`config.mk`:
```
export PLATFORM = sky130hd
export DESIGN_NAME = ssi_position_transmitter
export DESIGN_NICKNAME = d
export VERILOG_FILES = /design/src/ssi_pkg.sv /design/src/ssi_monoflop.sv /design/src/ssi_position_transmitter.sv
export VERILOG_INCLUDE_DIRS = /design/src /design/src/src
export SDC_FILE = /design/constraint.sdc
export NUM_CORES = 1
export LEC_CHECK = 0
export ABC_AREA = 1
export ABC_CLOCK_PERIOD_IN_PS = 5600
export BUFFER_PORTS_ARGS = -buffer_cell sky130_fd_sc_hd__buf_2
export CAP_MARGIN = 20
export CORE_MARGIN = 4
export CORE_UTILIZATION = 50
export DETAILED_ROUTE_END_ITERATION = 7
export GPL_TIMING_DRIVEN = 0
export PLACE_DENSITY_LB_ADDON = 0.12
export SYNTH_ARGS = -nofsm -noshare
export SYNTH_HDL_FRONTEND = slang
export SYNTH_SLANG_ARGS = --single-unit
```
`constraint.sdc`:
```
create_clock -name aclk -period 5.6 [get_ports aclk]
set_clock_uncertainty 0.2 [all_clocks]
set_input_delay 1.12 -clock aclk [delete_from_list [all_inputs] [get_ports aclk]]
set_output_delay 1.12 -clock aclk [all_outputs]
set_load 0.02 [all_outputs]
```
`src/ssi_regs.svh`:
```
`ifndef SSI_REGS_SVH
`define SSI_REGS_SVH

// Register byte offsets
`define SSI_CTRL_OFS        12'h000
`define SSI_POS_OFS         12'h004
`define SSI_STATUS_OFS      12'h008

// Control register fields
`define SSI_CTRL_GRAY_BIT   0
`define SSI_CTRL_RING_BIT   1
`define SSI_CTRL_SPEC_BIT   2
`define SSI_CTRL_LEN_LSB    8
`define SSI_CTRL_LEN_MSB    12

// Status register fields
`define SSI_STAT_BUSY_BIT   0
`define SSI_STAT_RPT_BIT    1
`define SSI_STAT_DIR_BIT    2
`define SSI_STAT_CNT_LSB    16

// Reset values
`define SSI_GRAY_RESET      1'b1
`define SSI_RING_RESET      1'b0
`define SSI_SPEC_RESET      1'b0
`define SSI_LEN_RESET       5'h19
`define SSI_POS_RESET       30'h0000_0000

// Word length limits
`define SSI_LEN_MIN         5'h02
`define SSI_RING_MAX_LEN    5'h0d

// Timing
`define SSI_CLK_MHZ         250
`define SSI_MONO_US         20
`define SSI_MONO_CYCLES     (`SSI_MONO_US * `SSI_CLK_MHZ)
`define SSI_MONO_CNT_W      13
`define SSI_DIR_DELAY_MS    10

// AXI responses
`define SSI_RESP_OKAY       2'h0
`define SSI_RESP_SLVERR     2'h2

`endif

```
`src/ssi_pkg.sv`:
```
package ssi_pkg;

   typedef enum logic [2:0] {
      ST_IDLE  = 3'b001,
      ST_SHIFT = 3'b010,
      ST_TAIL  = 3'b100
   } state_type;

   typedef struct packed {
      logic [12:0] cnt;
      logic        running;
      logic        expired;
   } mono_type;

   typedef struct packed {
      state_type   state;
      logic [4:0]  idx;
      logic [30:0] shreg;
      logic        sdata;
      logic        repeating;
      logic [15:0] frames;
      logic        s1;
      logic        s2;
      logic        s3;
      logic        d1;
      logic        d2;
      logic        gray;
      logic        ring;
      logic        special;
      logic [4:0]  len;
      logic [29:0] pos;
      logic        awready;
      logic        aw_held;
      logic [31:0] aw_addr;
      logic        wready;
      logic        w_held;
      logic [31:0] wdata;
      logic [3:0]  wstrb;
      logic        bvalid;
      logic [1:0]  bresp;
      logic        arready;
      logic        rvalid;
      logic [31:0] rdata;
      logic [1:0]  rresp;
   } xmit_type;

endpackage

```
`src/ssi_monoflop.sv`:
```
`timescale 1ns/1ps
`default_nettype none
`include "ssi_regs.svh"

module ssi_monoflop #(
   parameter int unsigned CYCLES = `SSI_MONO_CYCLES
) (
   // Clock and reset
   input  wire logic aclk,
   input  wire logic aresetn,
   // Retrigger and timeout
   input  wire logic trigger,
   output var  logic expired
);

   ssi_pkg::mono_type mf_q;
   ssi_pkg::mono_type mf_d;

   always_comb begin
      mf_d = mf_q;
      mf_d.expired = 1'b0;
      // Every falling clock edge restarts the full timeout
      if (trigger) begin
         mf_d.cnt = `SSI_MONO_CNT_W'(CYCLES - 1);
         mf_d.running = 1'b1;
      end else if (mf_q.running) begin
         if (mf_q.cnt == '0) begin
            mf_d.running = 1'b0;
            mf_d.expired = 1'b1;
         end else begin
            mf_d.cnt = mf_q.cnt - `SSI_MONO_CNT_W'(1);
         end
      end
   end

   always_ff @(posedge aclk) begin
      if (!aresetn) begin
         mf_q <= '0;
      end else begin
         mf_q <= mf_d;
      end
   end

   assign expired = mf_q.expired;

endmodule // ssi_monoflop
`default_nettype wire

```
`src/ssi_position_transmitter.sv`:
```
// Operation
// - Idle clock and data lines both rest high between transfers.
// - First clock falling edge captures position and special bit, starting a transfer.
// - First rising edge places the captured word's MSB on data.
// - Each further rising edge presents the next lower bit.
// - After the LSB data goes low until monoflop timeout, then high.
// - Monoflop timeout restarts from each falling clock edge, ending at the last.
// - Unbroken clocking after the word repeats the same captured word.
// - Standard format uses 25 clock pulses per word, without repetition.
// - A late 26th pulse yields a freshly captured word instead of repeating.
// - Repetition is allowed only for words of at most 13 bits.
// - Master keeps edge gaps within a frame below the monoflop timeout.
// - Position has up to 16 single-turn plus 14 multiturn bits, 30 total.
// - Position is sent as Gray code or plain binary, selectable.
// - With direction input inactive, count decreases clockwise.
// - Direction input is active low; logic 0 reverses counting.
// - A direction change takes effect within 10 ms.
//
// Added by the designer: the AXI4-Lite interface to the registers and the address map.
`timescale 1ns/1ps
`default_nettype none
`include "ssi_regs.svh"

module ssi_position_transmitter #(
   parameter int unsigned MONO_CYCLES = `SSI_MONO_CYCLES
) (
   // Clock and reset
   input  wire logic        aclk,
   input  wire logic        aresetn,
   // AXI4-Lite write address
   input  wire logic [31:0] s_axi_awaddr,
   input  wire logic [2:0]  s_axi_awprot,
   input  wire logic        s_axi_awvalid,
   output var  logic        s_axi_awready,
   // AXI4-Lite write data
   input  wire logic [31:0] s_axi_wdata,
   input  wire logic [3:0]  s_axi_wstrb,
   input  wire logic        s_axi_wvalid,
   output var  logic        s_axi_wready,
   // AXI4-Lite write response
   output var  logic [1:0]  s_axi_bresp,
   output var  logic        s_axi_bvalid,
   input  wire logic        s_axi_bready,
   // AXI4-Lite read address
   input  wire logic [31:0] s_axi_araddr,
   input  wire logic [2:0]  s_axi_arprot,
   input  wire logic        s_axi_arvalid,
   output var  logic        s_axi_arready,
   // AXI4-Lite read data
   output var  logic [31:0] s_axi_rdata,
   output var  logic [1:0]  s_axi_rresp,
   output var  logic        s_axi_rvalid,
   input  wire logic        s_axi_rready,
   // Serial link
   input  wire logic        sclk_in,
   output var  logic        sdata_out,
   // Counting direction pin
   input  wire logic        dir_select_n
);

   ssi_pkg::xmit_type st_q;
   ssi_pkg::xmit_type st_d;

   logic        fall;
   logic        rise;
   logic        mono_expired;
   logic        dir_active;
   logic        ring_ok;
   logic [30:0] wmask;
   logic [29:0] bmask;
   logic [29:0] bin;
   logic [29:0] coded;
   logic [30:0] word;
   logic [31:0] ctrl_word;
   logic [31:0] stat_word;
   logic [31:0] pos_word;

   function automatic logic [31:0] merge(input logic [31:0] old_v,
                                         input logic [31:0] new_v,
                                         input logic [3:0]  strb);
      logic [31:0] res;
      res = old_v;
      for (int b = 0; b < 4; b++) begin
         if (strb[b]) begin
            res[b*8 +: 8] = new_v[b*8 +: 8];
         end
      end
      return res;
   endfunction

   function automatic logic mapped(input logic [31:0] addr);
      logic hit;
      hit = (addr[31:12] == 20'h0_0000) &&
            ((addr[11:0] == `SSI_CTRL_OFS) ||
             (addr[11:0] == `SSI_POS_OFS) ||
             (addr[11:0] == `SSI_STATUS_OFS));
      return hit;
   endfunction

   // Sampled edges of the master clock, taken after the synchroniser
   assign fall = st_q.s3 & ~st_q.s2;
   assign rise = ~st_q.s3 & st_q.s2;

   ssi_monoflop #(
      .CYCLES (MONO_CYCLES)
   ) u_mono (
      .aclk    (aclk),
      .aresetn (aresetn),
      .trigger (fall),
      .expired (mono_expired)
   );

   // Direction pin is sampled continuously, so a change reaches the next frame in a few cycles
   assign dir_active = ~st_q.d2;

   // Repetition only for short words; longer ones drop low after the LSB
   assign ring_ok = st_q.ring && (st_q.len <= `SSI_RING_MAX_LEN);

   // Word assembly: position bits above the special bit, unused high bits forced to zero
   always_comb begin
      wmask = 31'((32'h1 << st_q.len) - 32'h1);
      bmask = wmask[30:1];
      // Raw count falls clockwise; complement reverses the direction
      bin   = (st_q.pos ^ {30{dir_active}}) & bmask;
      coded = st_q.gray ? (bin ^ (bin >> 1)) : bin;
      word  = {coded, st_q.special} & wmask;
   end

   always_comb begin
      ctrl_word = 32'h0;
      ctrl_word[`SSI_CTRL_GRAY_BIT] = st_q.gray;
      ctrl_word[`SSI_CTRL_RING_BIT] = st_q.ring;
      ctrl_word[`SSI_CTRL_SPEC_BIT] = st_q.special;
      ctrl_word[`SSI_CTRL_LEN_MSB:`SSI_CTRL_LEN_LSB] = st_q.len;
      stat_word = 32'h0;
      stat_word[`SSI_STAT_BUSY_BIT] = (st_q.state != ssi_pkg::ST_IDLE);
      stat_word[`SSI_STAT_RPT_BIT] = st_q.repeating;
      stat_word[`SSI_STAT_DIR_BIT] = dir_active;
      stat_word[`SSI_STAT_CNT_LSB +: 16] = st_q.frames;
      pos_word = {2'h0, st_q.pos};
   end

   always_comb begin
      logic [31:0] tmp;
      tmp = 32'h0;
      st_d = st_q;

      // Two-flop synchronisers for the link clock and the direction pin
      st_d.s1 = sclk_in;
      st_d.s2 = st_q.s1;
      st_d.s3 = st_q.s2;
      st_d.d1 = dir_select_n;
      st_d.d2 = st_q.d1;

      // Timeout ends any frame; a stalled master also lands here
      if (mono_expired && (st_q.state != ssi_pkg::ST_IDLE)) begin
         st_d.state = ssi_pkg::ST_IDLE;
         st_d.sdata = 1'b1;
         st_d.repeating = 1'b0;
         st_d.frames = st_q.frames + 16'h1;
      end

      case (st_d.state)
         ssi_pkg::ST_IDLE: begin
            st_d.sdata = 1'b1;
            // A late pulse finds the frame closed and captures anew
            if (fall) begin
               st_d.shreg = word;
               st_d.idx = st_q.len - 5'h1;
               st_d.state = ssi_pkg::ST_SHIFT;
            end
         end
         ssi_pkg::ST_SHIFT: begin
            if (rise) begin
               st_d.sdata = st_q.shreg[st_q.idx];
               if (st_q.idx == 5'h0) begin
                  st_d.state = ssi_pkg::ST_TAIL;
               end else begin
                  st_d.idx = st_q.idx - 5'h1;
               end
            end
         end
         ssi_pkg::ST_TAIL: begin
            // Pulse after the LSB decides repetition while the timeout runs
            if (rise && ring_ok) begin
               st_d.sdata = st_q.shreg[st_q.len - 5'h1];
               st_d.idx = st_q.len - 5'h2;
               st_d.state = ssi_pkg::ST_SHIFT;
               st_d.repeating = 1'b1;
            end else if (rise || fall) begin
               st_d.sdata = 1'b0;
            end
         end
         default: begin
            st_d.state = ssi_pkg::ST_IDLE;
            st_d.sdata = 1'b1;
         end
      endcase

      // Write channel: address and data taken in either order
      if (s_axi_awvalid && st_q.awready) begin
         st_d.aw_held = 1'b1;
         st_d.aw_addr = s_axi_awaddr;
      end
      if (s_axi_wvalid && st_q.wready) begin
         st_d.w_held = 1'b1;
         st_d.wdata = s_axi_wdata;
         st_d.wstrb = s_axi_wstrb;
      end
      if (st_q.bvalid && s_axi_bready) begin
         st_d.bvalid = 1'b0;
      end
      if (st_q.aw_held && st_q.w_held && !st_q.bvalid) begin
         st_d.aw_held = 1'b0;
         st_d.w_held = 1'b0;
         st_d.bvalid = 1'b1;
         st_d.bresp = mapped(st_q.aw_addr) ? `SSI_RESP_OKAY : `SSI_RESP_SLVERR;
         if (st_q.aw_addr[31:12] == 20'h0_0000) begin
            if (st_q.aw_addr[11:0] == `SSI_CTRL_OFS) begin
               tmp = merge(ctrl_word, st_q.wdata, st_q.wstrb);
               st_d.gray = tmp[`SSI_CTRL_GRAY_BIT];
               st_d.ring = tmp[`SSI_CTRL_RING_BIT];
               st_d.special = tmp[`SSI_CTRL_SPEC_BIT];
               // A word shorter than position plus special bit makes no sense
               if (tmp[`SSI_CTRL_LEN_MSB:`SSI_CTRL_LEN_LSB] < `SSI_LEN_MIN) begin
                  st_d.len = `SSI_LEN_MIN;
               end else begin
                  st_d.len = tmp[`SSI_CTRL_LEN_MSB:`SSI_CTRL_LEN_LSB];
               end
            end else if (st_q.aw_addr[11:0] == `SSI_POS_OFS) begin
               tmp = merge(pos_word, st_q.wdata, st_q.wstrb);
               st_d.pos = tmp[29:0];
            end
         end
      end
      st_d.awready = !st_d.aw_held;
      st_d.wready = !st_d.w_held;

      // Read channel: one read under way at a time
      if (st_q.rvalid && s_axi_rready) begin
         st_d.rvalid = 1'b0;
         st_d.arready = 1'b1;
      end
      if (s_axi_arvalid && st_q.arready) begin
         st_d.arready = 1'b0;
         st_d.rvalid = 1'b1;
         st_d.rresp = mapped(s_axi_araddr) ? `SSI_RESP_OKAY : `SSI_RESP_SLVERR;
         st_d.rdata = 32'h0;
         if (s_axi_araddr[31:12] == 20'h0_0000) begin
            case (s_axi_araddr[11:0])
               `SSI_CTRL_OFS: begin
                  st_d.rdata = ctrl_word;
               end
               `SSI_POS_OFS: begin
                  st_d.rdata = pos_word;
               end
               `SSI_STATUS_OFS: begin
                  st_d.rdata = stat_word;
               end
               default: begin
                  st_d.rdata = 32'h0;
               end
            endcase
         end
      end
   end

   always_ff @(posedge aclk) begin
      if (!aresetn) begin
         st_q <= '0;
         st_q.state <= ssi_pkg::ST_IDLE;
         st_q.sdata <= 1'b1;
         st_q.s1 <= 1'b1;
         st_q.s2 <= 1'b1;
         st_q.s3 <= 1'b1;
         st_q.d1 <= 1'b1;
         st_q.d2 <= 1'b1;
         st_q.gray <= `SSI_GRAY_RESET;
         st_q.ring <= `SSI_RING_RESET;
         st_q.special <= `SSI_SPEC_RESET;
         st_q.len <= `SSI_LEN_RESET;
         st_q.pos <= `SSI_POS_RESET;
         st_q.awready <= 1'b1;
         st_q.wready <= 1'b1;
         st_q.arready <= 1'b1;
      end else begin
         st_q <= st_d;
      end
   end

   assign s_axi_awready = st_q.awready;
   assign s_axi_wready  = st_q.wready;
   assign s_axi_bvalid  = st_q.bvalid;
   assign s_axi_bresp   = st_q.bresp;
   assign s_axi_arready = st_q.arready;
   assign s_axi_rvalid  = st_q.rvalid;
   assign s_axi_rdata   = st_q.rdata;
   assign s_axi_rresp   = st_q.rresp;
   assign sdata_out     = st_q.sdata;

endmodule // ssi_position_transmitter
`default_nettype wire

```
==> results.json, run 1 <==
{
  "async_flop_share_pct": 0,
  "post-route-period-util_pct": 70.7,
  "htreeDepth": 1,
  "crit_chain": "clkbuf_1, inv_1, ha_1, nand2_1, nor2_1, inv_2, ha_1, nand2_1, nor2_2, nand2_1, nor2_1, nand3_1, nand3_1, nor2_1, nor2_1, nand2_1, a21oi_1",
  "p_per_area_mw_per_mm2": 271,
  "syn_area_mm2": 0.0119,
  "ys_seq_area_share_pct": 37.3,
  "area_delta_synth_final_pct": 16.7,
  "drc_errors": 0,
  "vias_per_cell": 5.33,
  "max_cap_viol_count": 0,
  "top_layer": "met4",
  "synth_edf_count": 0,
  "synth_ff_type": "dfxtp_1",
  "grt_pass1_wl_um": 61400,
  "gr-total-overflow": 0,
  "finalSetupTns_ps": 0,
  "worstMarginPinSlew_ps": 952,
  "cpPeakStageDelay_ps": 530,
  "path_clk_slew_ps": 60,
  "crit_buf_inv": 3,
  "synth.area.top_cells": "dfxtp_1 37%, nand2_1 10%, a21oi_1 8.2%",
  "die_y_um": 162,
  "crit_slowest_cell": "dfxtp_1",
  "arrival_ps": 4220,
  "cp_data_required_time_ps": 5860,
  "post-route-util_pct": 59.3,
  "num_io_pins": 157,
  "cts_resized": 0,
  "multi_input_area_mm2": 0.00613,
  "p_comb_share_pct": 10.7,
  "met3_length_um": 2190,
  "post_cts.repair.setup_buffers": 0,
  "synthCells": 1786,
  "ir_drop_uv": 264,
  "track_usage_pct": 29.5,
  "cpLargestDelayFamily": "simple AND/OR/NAND/NOR gates",
  "maxSlewViolCount": 0,
  "initial_core_util_pct": 50.8,
  "cp_max_fo": 10,
  "nets": 2092,
  "wl_um": 39800,
  "avgRoutedWirePerCell_um": 17.3,
  "worst_hold_path_type": "flip-flop to flip-flop",
  "cts_root_buf": "clkbuf_16",
  "clk_latency_ps": 540,
  "clock_path_buffers": 3,
  "p_sw_mw": 0.994,
  "m1WireLength_um": 16900,
  "placed_area_mm2": 0.0131,
  "intPower_mw": 2.77,
  "fin_area_mm2": 0.0139,
  "ys_top_cells_by_count": "318 x nand2_1, 234 x nor2_1, 222 x dfxtp_1",
  "status": "finished, final reports clean",
  "cts_tree": "done",
  "switching_share_pct": 26.4,
  "fin_crit_ps": 3960,
  "gp_congestion": 0.997,
  "clkPwrFrac_pct": 44.4,
  "leakage_nw": 6.13,
  "hold_buffers": 0,
  "ys_ff_latch": 222,
  "pre_cts_ws_ps": 1760,
  "yosysTopAreaCell": "dfxtp_1",
  "critPathKind": "flip-flop to flip-flop",
  "wl_met2_um": 18900,
  "yosysMostFrequentCell": "nand2_1",
  "p_seq_share_pct": 44.9,
  "antennaDiodeCount": 0,
  "worstSetupStartpointType": "flip-flop",
  "dp_hpwl_um": 31400,
  "worst_setup_path_end_kind": "flip-flop",
  "synth_cell_types": 45,
  "drtPass1Iterations": 5,
  "regArea_mm2": 0.00444,
  "cts_buffers": 26,
  "drt_iter0_drc": 892,
  "synth.top_cell.area_share_pct": 37.3,
  "antenna_found_initial": 0,
  "dieArea_mm2": 0.0264,
  "postSynthAreaPerCell_um2": 6.67,
  "grt_pass1_vias": 11500,
  "core_mm2": 0.0235,
  "grt_start_max_net_pins": 15,
  "n_fill_cell": 2355,
  "setup_slack_ps": 1640,
  "vias": 12300,
  "ys_warn_count": 0,
  "row_count": 56,
  "max_freq_ghz": 0.253,
  "setup-violations-final": 0,
  "rsz0062_at_grt": "false",
  "die_x_um": 162,
  "cts_num_sinks": 222,
  "port_buffers": 146,
  "ant_nets": 0,
  "final-hold-violation-count": 0,
  "worst_hold_slack_ps": 214,
  "drive_gt1_share_pct": 13.4,
  "slew_headroom_pct": 36.5
}
path summary, 6_finish.rpt:
path | start | endpoint | slack (ps) | cells after the start
setup / recovery | ctrl_word[8] | st_q[200] | 1640 | 17
hold reg to reg | st_d[152] | st_d[151] | 210 | 1
setup reg to reg | ctrl_word[8] | st_q[200] | 1640 | 17
hold / removal | st_d[152] | st_d[151] | 210 | 1
cells in the final DEF (no fill, tap or decap), types with 39 or more instances in the layout:
master and instances:
o21ai_0 179, buf_4 39, clkbuf_1 70, a21oi_1 196, nand2_1 318, buf_2 152
dfxtp_1 222, nand3_1 94, inv_1 195, nor2_1 234
state kept, by name (all words and copies together), names as in the netlist:
signal / cells
s_axi_wready: 1
ctrl_word: 8
u_mono.mf_q: 14
st_q: 126
st_d: 3
pos_word: 30
s_axi_rdata: 32
sdata_out: 1
s_axi_arready: 1
s_axi_bvalid: 1
s_axi_awready: 1
s_axi_rvalid: 1
s_axi_rresp: 1
s_axi_bresp: 1
u_mono.expired: 1
metal layers:
| metal | vias to the layer above | GRT usage [%] |
|---|---|---|
| met5 | - | 0 |
| met2 | 388 | 50.7 |
| met1 | 5589 | 38.1 |
| li1 | 6182 | - |
| met3 | 94 | 3.26 |
| met4 | 0 | 11.5 |
worst register-to-register path, delay by kind of cell (launching register included):
family	cells	cell delay, ps
AOI/OAI and AO/OA	1	120
and+or+nand+nor	11	1480
buffers and inverters	3	960
DFF	1	530
adders and majority gates	2	580
power by group through the flow:
stage / Combinational (mW) / Clock (mW) / Sequential, mW
6_report: 0.403 / 1.67 / 1.69
5_1_grt: 0.458 / 1.75 / 1.70
2_1_floorplan: 0.266 / 0 / 1.71
3_3_place_gp: 0.391 / 0 / 1.72
3_5_place_dp: 0.398 / 0 / 1.72
4_1_cts: 0.401 / 1.69 / 1.69
per-stage QoR:
stage / power [mW] / cells
finish: 3.76 / 2300
detailed placement: 2.12 / 2252
CTS: 3.77 / 2300
global placement: 2.11 / 2252
global route: 3.91 / 2300
floorplan: 1.98 / 1787
area by class of cell:
cell class,instances,share of cell area (%)
plain buffers,112,4.13
clock buffers,39,5.39
clock inverters,9,0.765
inverters,208,5.61
multi-input cells,1245,44.0
flip-flops and latches,222,31.9
well taps,319,2.87
repair buffers,146,5.25
kinds of logic (layout without fill, tap and decap cells):
| logic type | Yosys count | after routing | synth area share (%) |
|---|---|---|---|
| and+or+nand+nor | 741 | 741 | 26.6 |
| AOI/OAI and AO/OA | 437 | 437 | 19.3 |
| buffers and inverters | 320 | 514 | 11.4 |
| DFF | 222 | 222 | 37.3 |
| xor gates and xnor gates | 49 | 49 | 3.73 |
| adders and majority gates | 16 | 16 | 1.68 |
| other | 1 | 2 | 0.0315 |
No activity file was read; power rests on OpenSTA's default activity.
==> run 2: changes to the inputs <==
Settings changed: ABC_CLOCK_PERIOD_IN_PS 5600 to 4100.
Clock period 5.6 ns to 4.1 ns, I/O delays scaled along.
==> run 2 against run 1 <==
Effect of this change:
- cell count unchanged
- register-to-register slack worse by 1300 ps
- sequential cell count stayed put
==> results.json, run 2 (synthesized netlist as in run 1, its figures left out) <==
{
  "worstSetupStartpointType": "flip-flop",
  "n_fill_cell": 2355,
  "status": "finished, final reports clean",
  "slew_headroom_pct": 36.4,
  "fin_crit_ps": 3720,
  "hold_end": "st_d[151]",
  "post-route-util_pct": 59.3,
  "drc_errors": 0,
  "clock_path_buffers": 3,
  "regArea_mm2": 0.00444,
  "dieArea_mm2": 0.0264,
  "cpPeakStageDelay_ps": 520,
  "vias": 12300,
  "dp_hpwl_um": 31400,
  "cts_num_sinks": 222,
  "rsz0062_at_grt": "false",
  "final_common_cell": "nand2_1",
  "drt_iter0_drc": 894,
  "place_inst": 2252,
  "fin_area_mm2": 0.0139,
  "cts_buffers": 26,
  "cts_tree": "done",
  "gr-total-overflow": 0,
  "ir_drop_uv": 360,
  "wl_um": 39800,
  "cp_max_fo": 10,
  "worst_setup_path_end_kind": "flip-flop",
  "die_y_um": 162,
  "setup_slack_ps": 384,
  "worst_hold_slack_ps": 214,
  "ant_nets": 0,
  "multi_input_area_mm2": 0.00613,
  "vias_per_cell": 5.33,
  "die_x_um": 162,
  "crit_chain": "clkbuf_2, inv_1, ha_1, nand2_1, nor2_1, inv_2, ha_1, nand2_1, nor2_2, nand2_1, nor2_1, nand3_1, nand3_1, nor2_1, nor2_1, nand2_1, a21oi_1",
  "final_cells": 2300,
  "port_buffers": 146,
  "pre_cts_ws_ps": 258,
  "cts_root_buf": "clkbuf_16",
  "reg2reg_depth": 17,
  "nets": 2092,
  "antenna_found_initial": 0,
  "setup-violations-final": 0,
  "p_per_area_mw_per_mm2": 369,
  "top_register": "st_q",
  "crit_slowest_cell": "dfxtp_1",
  "maxSlewViolCount": 0,
  "cp_data_required_time_ps": 4360,
  "core_mm2": 0.0235,
  "grt_pass1_vias": 11500,
  "post-route-period-util_pct": 90.6,
  "worst_hold_path_type": "flip-flop to flip-flop",
  "track_usage_pct": 29.5,
  "grt_pass1_wl_um": 61400,
  "max_cap_viol_count": 0,
  "largest_register_ffs": 126,
  "path_clk_slew_ps": 60,
  "area_delta_synth_final_pct": 16.7,
  "power_mw": 5.14,
  "drtPass1Iterations": 5,
  "grt_start_max_net_pins": 15,
  "reg2reg_to": "st_q[200]",
  "num_io_pins": 157,
  "htreeDepth": 1,
  "leakage_nw": 6.13,
  "finalSetupTns_ps": 0,
  "min_from": "st_d[152]",
  "row_count": 56,
  "drive_gt1_share_pct": 13.5,
  "final-hold-violation-count": 0,
  "post_cts.repair.setup_buffers": 0,
  "final_cell_mix": "318 x nand2_1, 234 x nor2_1, 222 x dfxtp_1",
  "hold_path_depth": 1,
  "max_freq_ghz": 0.269,
  "gp_congestion": 0.997,
  "r2r_slack_ps": 380,
  "avgRoutedWirePerCell_um": 17.3,
  "clk_latency_ps": 540,
  "antennaDiodeCount": 0,
  "worstReg2RegStart": "ctrl_word[8]",
  "initial_core_util_pct": 50.8,
  "critPathKind": "flip-flop to flip-flop",
  "placed_area_mm2": 0.0131,
  "arrival_ps": 3980,
  "worstMarginPinSlew_ps": 954
}
==> run 2: cell types whose count changed in the layout (fill, tap and decap cells not counted) <==
cell / before / now
clkbuf_1: 70 / 69
clkbuf_2: 0 / 1
==> run 2: cell type report <==
class / instances / area share (%)
Tap cell: 319 / 2.87
Clock buffer: 39 / 5.39
Inverter: 208 / 5.61
Clock inverter: 9 / 0.764
Timing Repair Buffer: 146 / 5.25
Buffer: 112 / 4.14
Multi-Input combinational cell: 1245 / 44.0
Sequential cell: 222 / 31.9
==> run 2: timing repair <==
item	in CTS	in global routing
resized for setup	0	2
endpoints found under the setup margin	0	5
hold endpoints to repair	0	0
hold buffers	0	0
==> run 2: layer usage <==
metal  global-route usage, %  vias to the layer above  part of all wire (%)
met2                    50.7                      404                    47
met3                    3.26                       94                   5.9
met1                    38.1                     5579                    42
met5                       0                        -                     0
met4                    11.5                        0                   4.6
li1                        -                     6184                     -
==> run 2: power by group <==
part | total, mW | switching, mW | internal, mW | leakage, nW
clock network | 2.28 | 0.944 | 1.34 | 0.408
registers | 2.31 | 0.0552 | 2.25 | 1.81
logic | 0.550 | 0.355 | 0.195 | 3.91
total | 5.14 | 1.35 | 3.78 | 6.13
==> run 2: worst max-delay path by stage <==
stage | start | to | cells past startpoint
global route | ctrl_word[8] | st_q[199] | 17
finish | ctrl_word[8] | st_q[200] | 17
global placement | ctrl_word[8] | st_q[192] | 16
floorplan | ctrl_word[8] | st_q[200] | 18
detailed placement | ctrl_word[8] | st_q[199] | 17
CTS | ctrl_word[8] | st_q[199] | 17
==> run 2: worst max-delay path, delay by kind of cell (launching register included) <==
kind / cells / cell delay (ps)
flip-flops: 1 / 520
AO/OA/AOI/OAI: 1 / 120
AND/OR/NAND/NOR: 11 / 1480
buffers and inverters: 3 / 740
adder cells (fa/ha/maj): 2 / 550
==> run 3: changes to the inputs <==
Settings changed: SETUP_SLACK_MARGIN from default to 0.4.
==> run 3 against run 2 <==
Effect of this change:
- die area unchanged
- design area up 0.22%
- combinational power barely moved
- non-clock buffer count is 3 higher
- worst hold slack worse by 1.2 ps
- sequential power about the same
- cell count is 0.13% higher
- sequential cell count did not move
- critical endpoint is now st_q[198]
==> results.json, run 3 (synthesized netlist as in run 1, its figures left out) <==
{
  "leakage_nw": 6.14,
  "wl_um": 39900,
  "p_per_area_mw_per_mm2": 368,
  "dp_hpwl_um": 31400,
  "p_seq_share_pct": 44.9,
  "final_cell_mix": "318 x nand2_1, 234 x nor2_1, 221 x dfxtp_1",
  "final_common_cell": "nand2_1",
  "grt_pass1_wl_um": 61400,
  "crit_buf_inv": 5,
  "port_buffers": 146,
  "antennaDiodeCount": 0,
  "cts_root_buf": "clkbuf_16",
  "gp_congestion": 0.997,
  "critPathKind": "flip-flop to flip-flop",
  "ant_nets": 0,
  "clkPwrFrac_pct": 44.3,
  "grt_pass1_vias": 11500,
  "cp_max_fo": 10,
  "nets": 2095,
  "track_usage_pct": 29.5,
  "drtPass1Iterations": 6,
  "htreeDepth": 1,
  "num_io_pins": 157,
  "dieArea_mm2": 0.0264,
  "worstMarginPinSlew_ps": 948,
  "rsz0062_at_grt": "false",
  "antenna_found_initial": 0,
  "switching_share_pct": 26.3,
  "drc_errors": 0,
  "max_freq_ghz": 0.290,
  "gr-total-overflow": 0,
  "area_delta_synth_final_pct": 16.9,
  "status": "finished, final reports clean",
  "avgRoutedWirePerCell_um": 17.3,
  "drive_gt1_share_pct": 13.7,
  "final-hold-violation-count": 0,
  "cpLargestDelayFamily": "simple AND/OR/NAND/NOR gates",
  "path_clk_slew_ps": 60,
  "row_count": 56,
  "slew_headroom_pct": 36.8,
  "place_inst": 2252,
  "p_sw_mw": 1.35,
  "arrival_ps": 3640,
  "post-route-period-util_pct": 84.2,
  "die_y_um": 162,
  "grt_use_met3_pct": 3.26,
  "clock_path_buffers": 3,
  "path_common_cell": "nand2_1",
  "final_cells": 2303,
  "cp_data_required_time_ps": 4290,
  "worstSetupStartpointType": "flip-flop",
  "p_comb_share_pct": 10.7,
  "worst_hold_path_type": "flip-flop to flip-flop",
  "maxSlewViolCount": 0,
  "setup-violations-final": 0,
  "finalSetupTns_ps": 0,
  "grt_start_max_net_pins": 15,
  "ir_drop_uv": 360,
  "cts_num_sinks": 222,
  "vias_per_cell": 5.35,
  "intPower_mw": 3.78,
  "cpPeakStageDelay_ps": 430,
  "vias": 12300,
  "use_met2_pct": 50.7,
  "max_cap_viol_count": 0,
  "drt_iter0_drc": 879,
  "worst_setup_path_end_kind": "flip-flop",
  "fin_crit_ps": 3450,
  "hold_buffers": 0,
  "crit_chain": "clkbuf_4, clkinvlp_4, buf_4, ha_1, nand2_1, inv_1, nand2_1, nand2_1, nor2_1, nand3_2, clkinv_1, nand2_1, nand2_1, nand2_1, nor2_1, nand2_1, nand3_1, a21oi_1",
  "initial_core_util_pct": 50.8,
  "met1_usage_pct": 38.1,
  "largest_register_ffs": 126,
  "clk_latency_ps": 540,
  "cts_tree": "done",
  "die_x_um": 162,
  "top_register": "st_q",
  "crit_slowest_cell": "dfxtp_2",
  "cts_buffers": 26,
  "core_mm2": 0.0235,
  "grt.busiest_layer": "met2"
}
==> run 3: cell types whose count changed in the layout (fill, tap and decap cells not counted), sizes merged <==
cell      delta
inv          -1
buf          +3
clkinvlp     +1
==> run 3: power groups by stage <==
stage          sequential (mW)  clock (mW)  combinational, mW
3_5_place_dp              2.35           0              0.544
6_report                  2.31        2.28              0.551
4_1_cts                   2.31        2.30              0.547
3_3_place_gp              2.35           0              0.534
5_1_grt                   2.32        2.39              0.626
2_1_floorplan             2.34           0              0.364
==> run 3: final timing paths <==
path,startpoint,cells after the start,endpoint,slack [ps]
setup / recovery,ctrl_word[8],18,st_q[198],650
setup reg to reg,ctrl_word[8],18,st_q[198],650
hold / removal,st_d[152],1,st_d[151],210
hold reg to reg,st_d[152],1,st_d[151],210
==> run 3: final cells by class <==
type / instances / area [um^2]
Fill cell: 2353 / 9530
Multi-Input combinational cell: 1245 / 6130
Sequential cell: 222 / 4450
Inverter: 208 / 785
Timing Repair Buffer: 149 / 753
Clock buffer: 39 / 749
Buffer: 112 / 578
Tap cell: 319 / 399
Clock inverter: 9 / 106
==> run 3: routing by layer <==
metal	vias to the layer above	part of all wire (%)
met5	-	0
met2	426	47
met4	0	4.6
met1	5612	42
met3	100	6.0
li1	6182	-
==> run 3: per-stage QoR <==
| step | worst slack (ps) | area (um^2) | total power, mW | utilization (%) | hold WS (ps) |
|---|---|---|---|---|---|
| 2_1_floorplan | 1410 | 11900 | 2.70 | - | 193 |
| 3_3_place_gp | 289 | 13100 | 2.89 | 55.6 | 199 |
| 3_5_place_dp | 258 | 13100 | 2.90 | 55.6 | 202 |
| 4_1_cts | 448 | 13900 | 5.15 | 59.3 | 216 |
| 5_1_grt | 500 | 13900 | 5.34 | 59.4 | 226 |
| 6_report | 649 | 13900 | 5.13 | 59.4 | 213 |
==> run 3: repair_timing <==
item / in CTS / in global routing
resized for setup: 1 / 4
setup buffers: 0 / 3
endpoints found under the setup margin: 9 / 10
hold endpoints to repair: 0 / 0
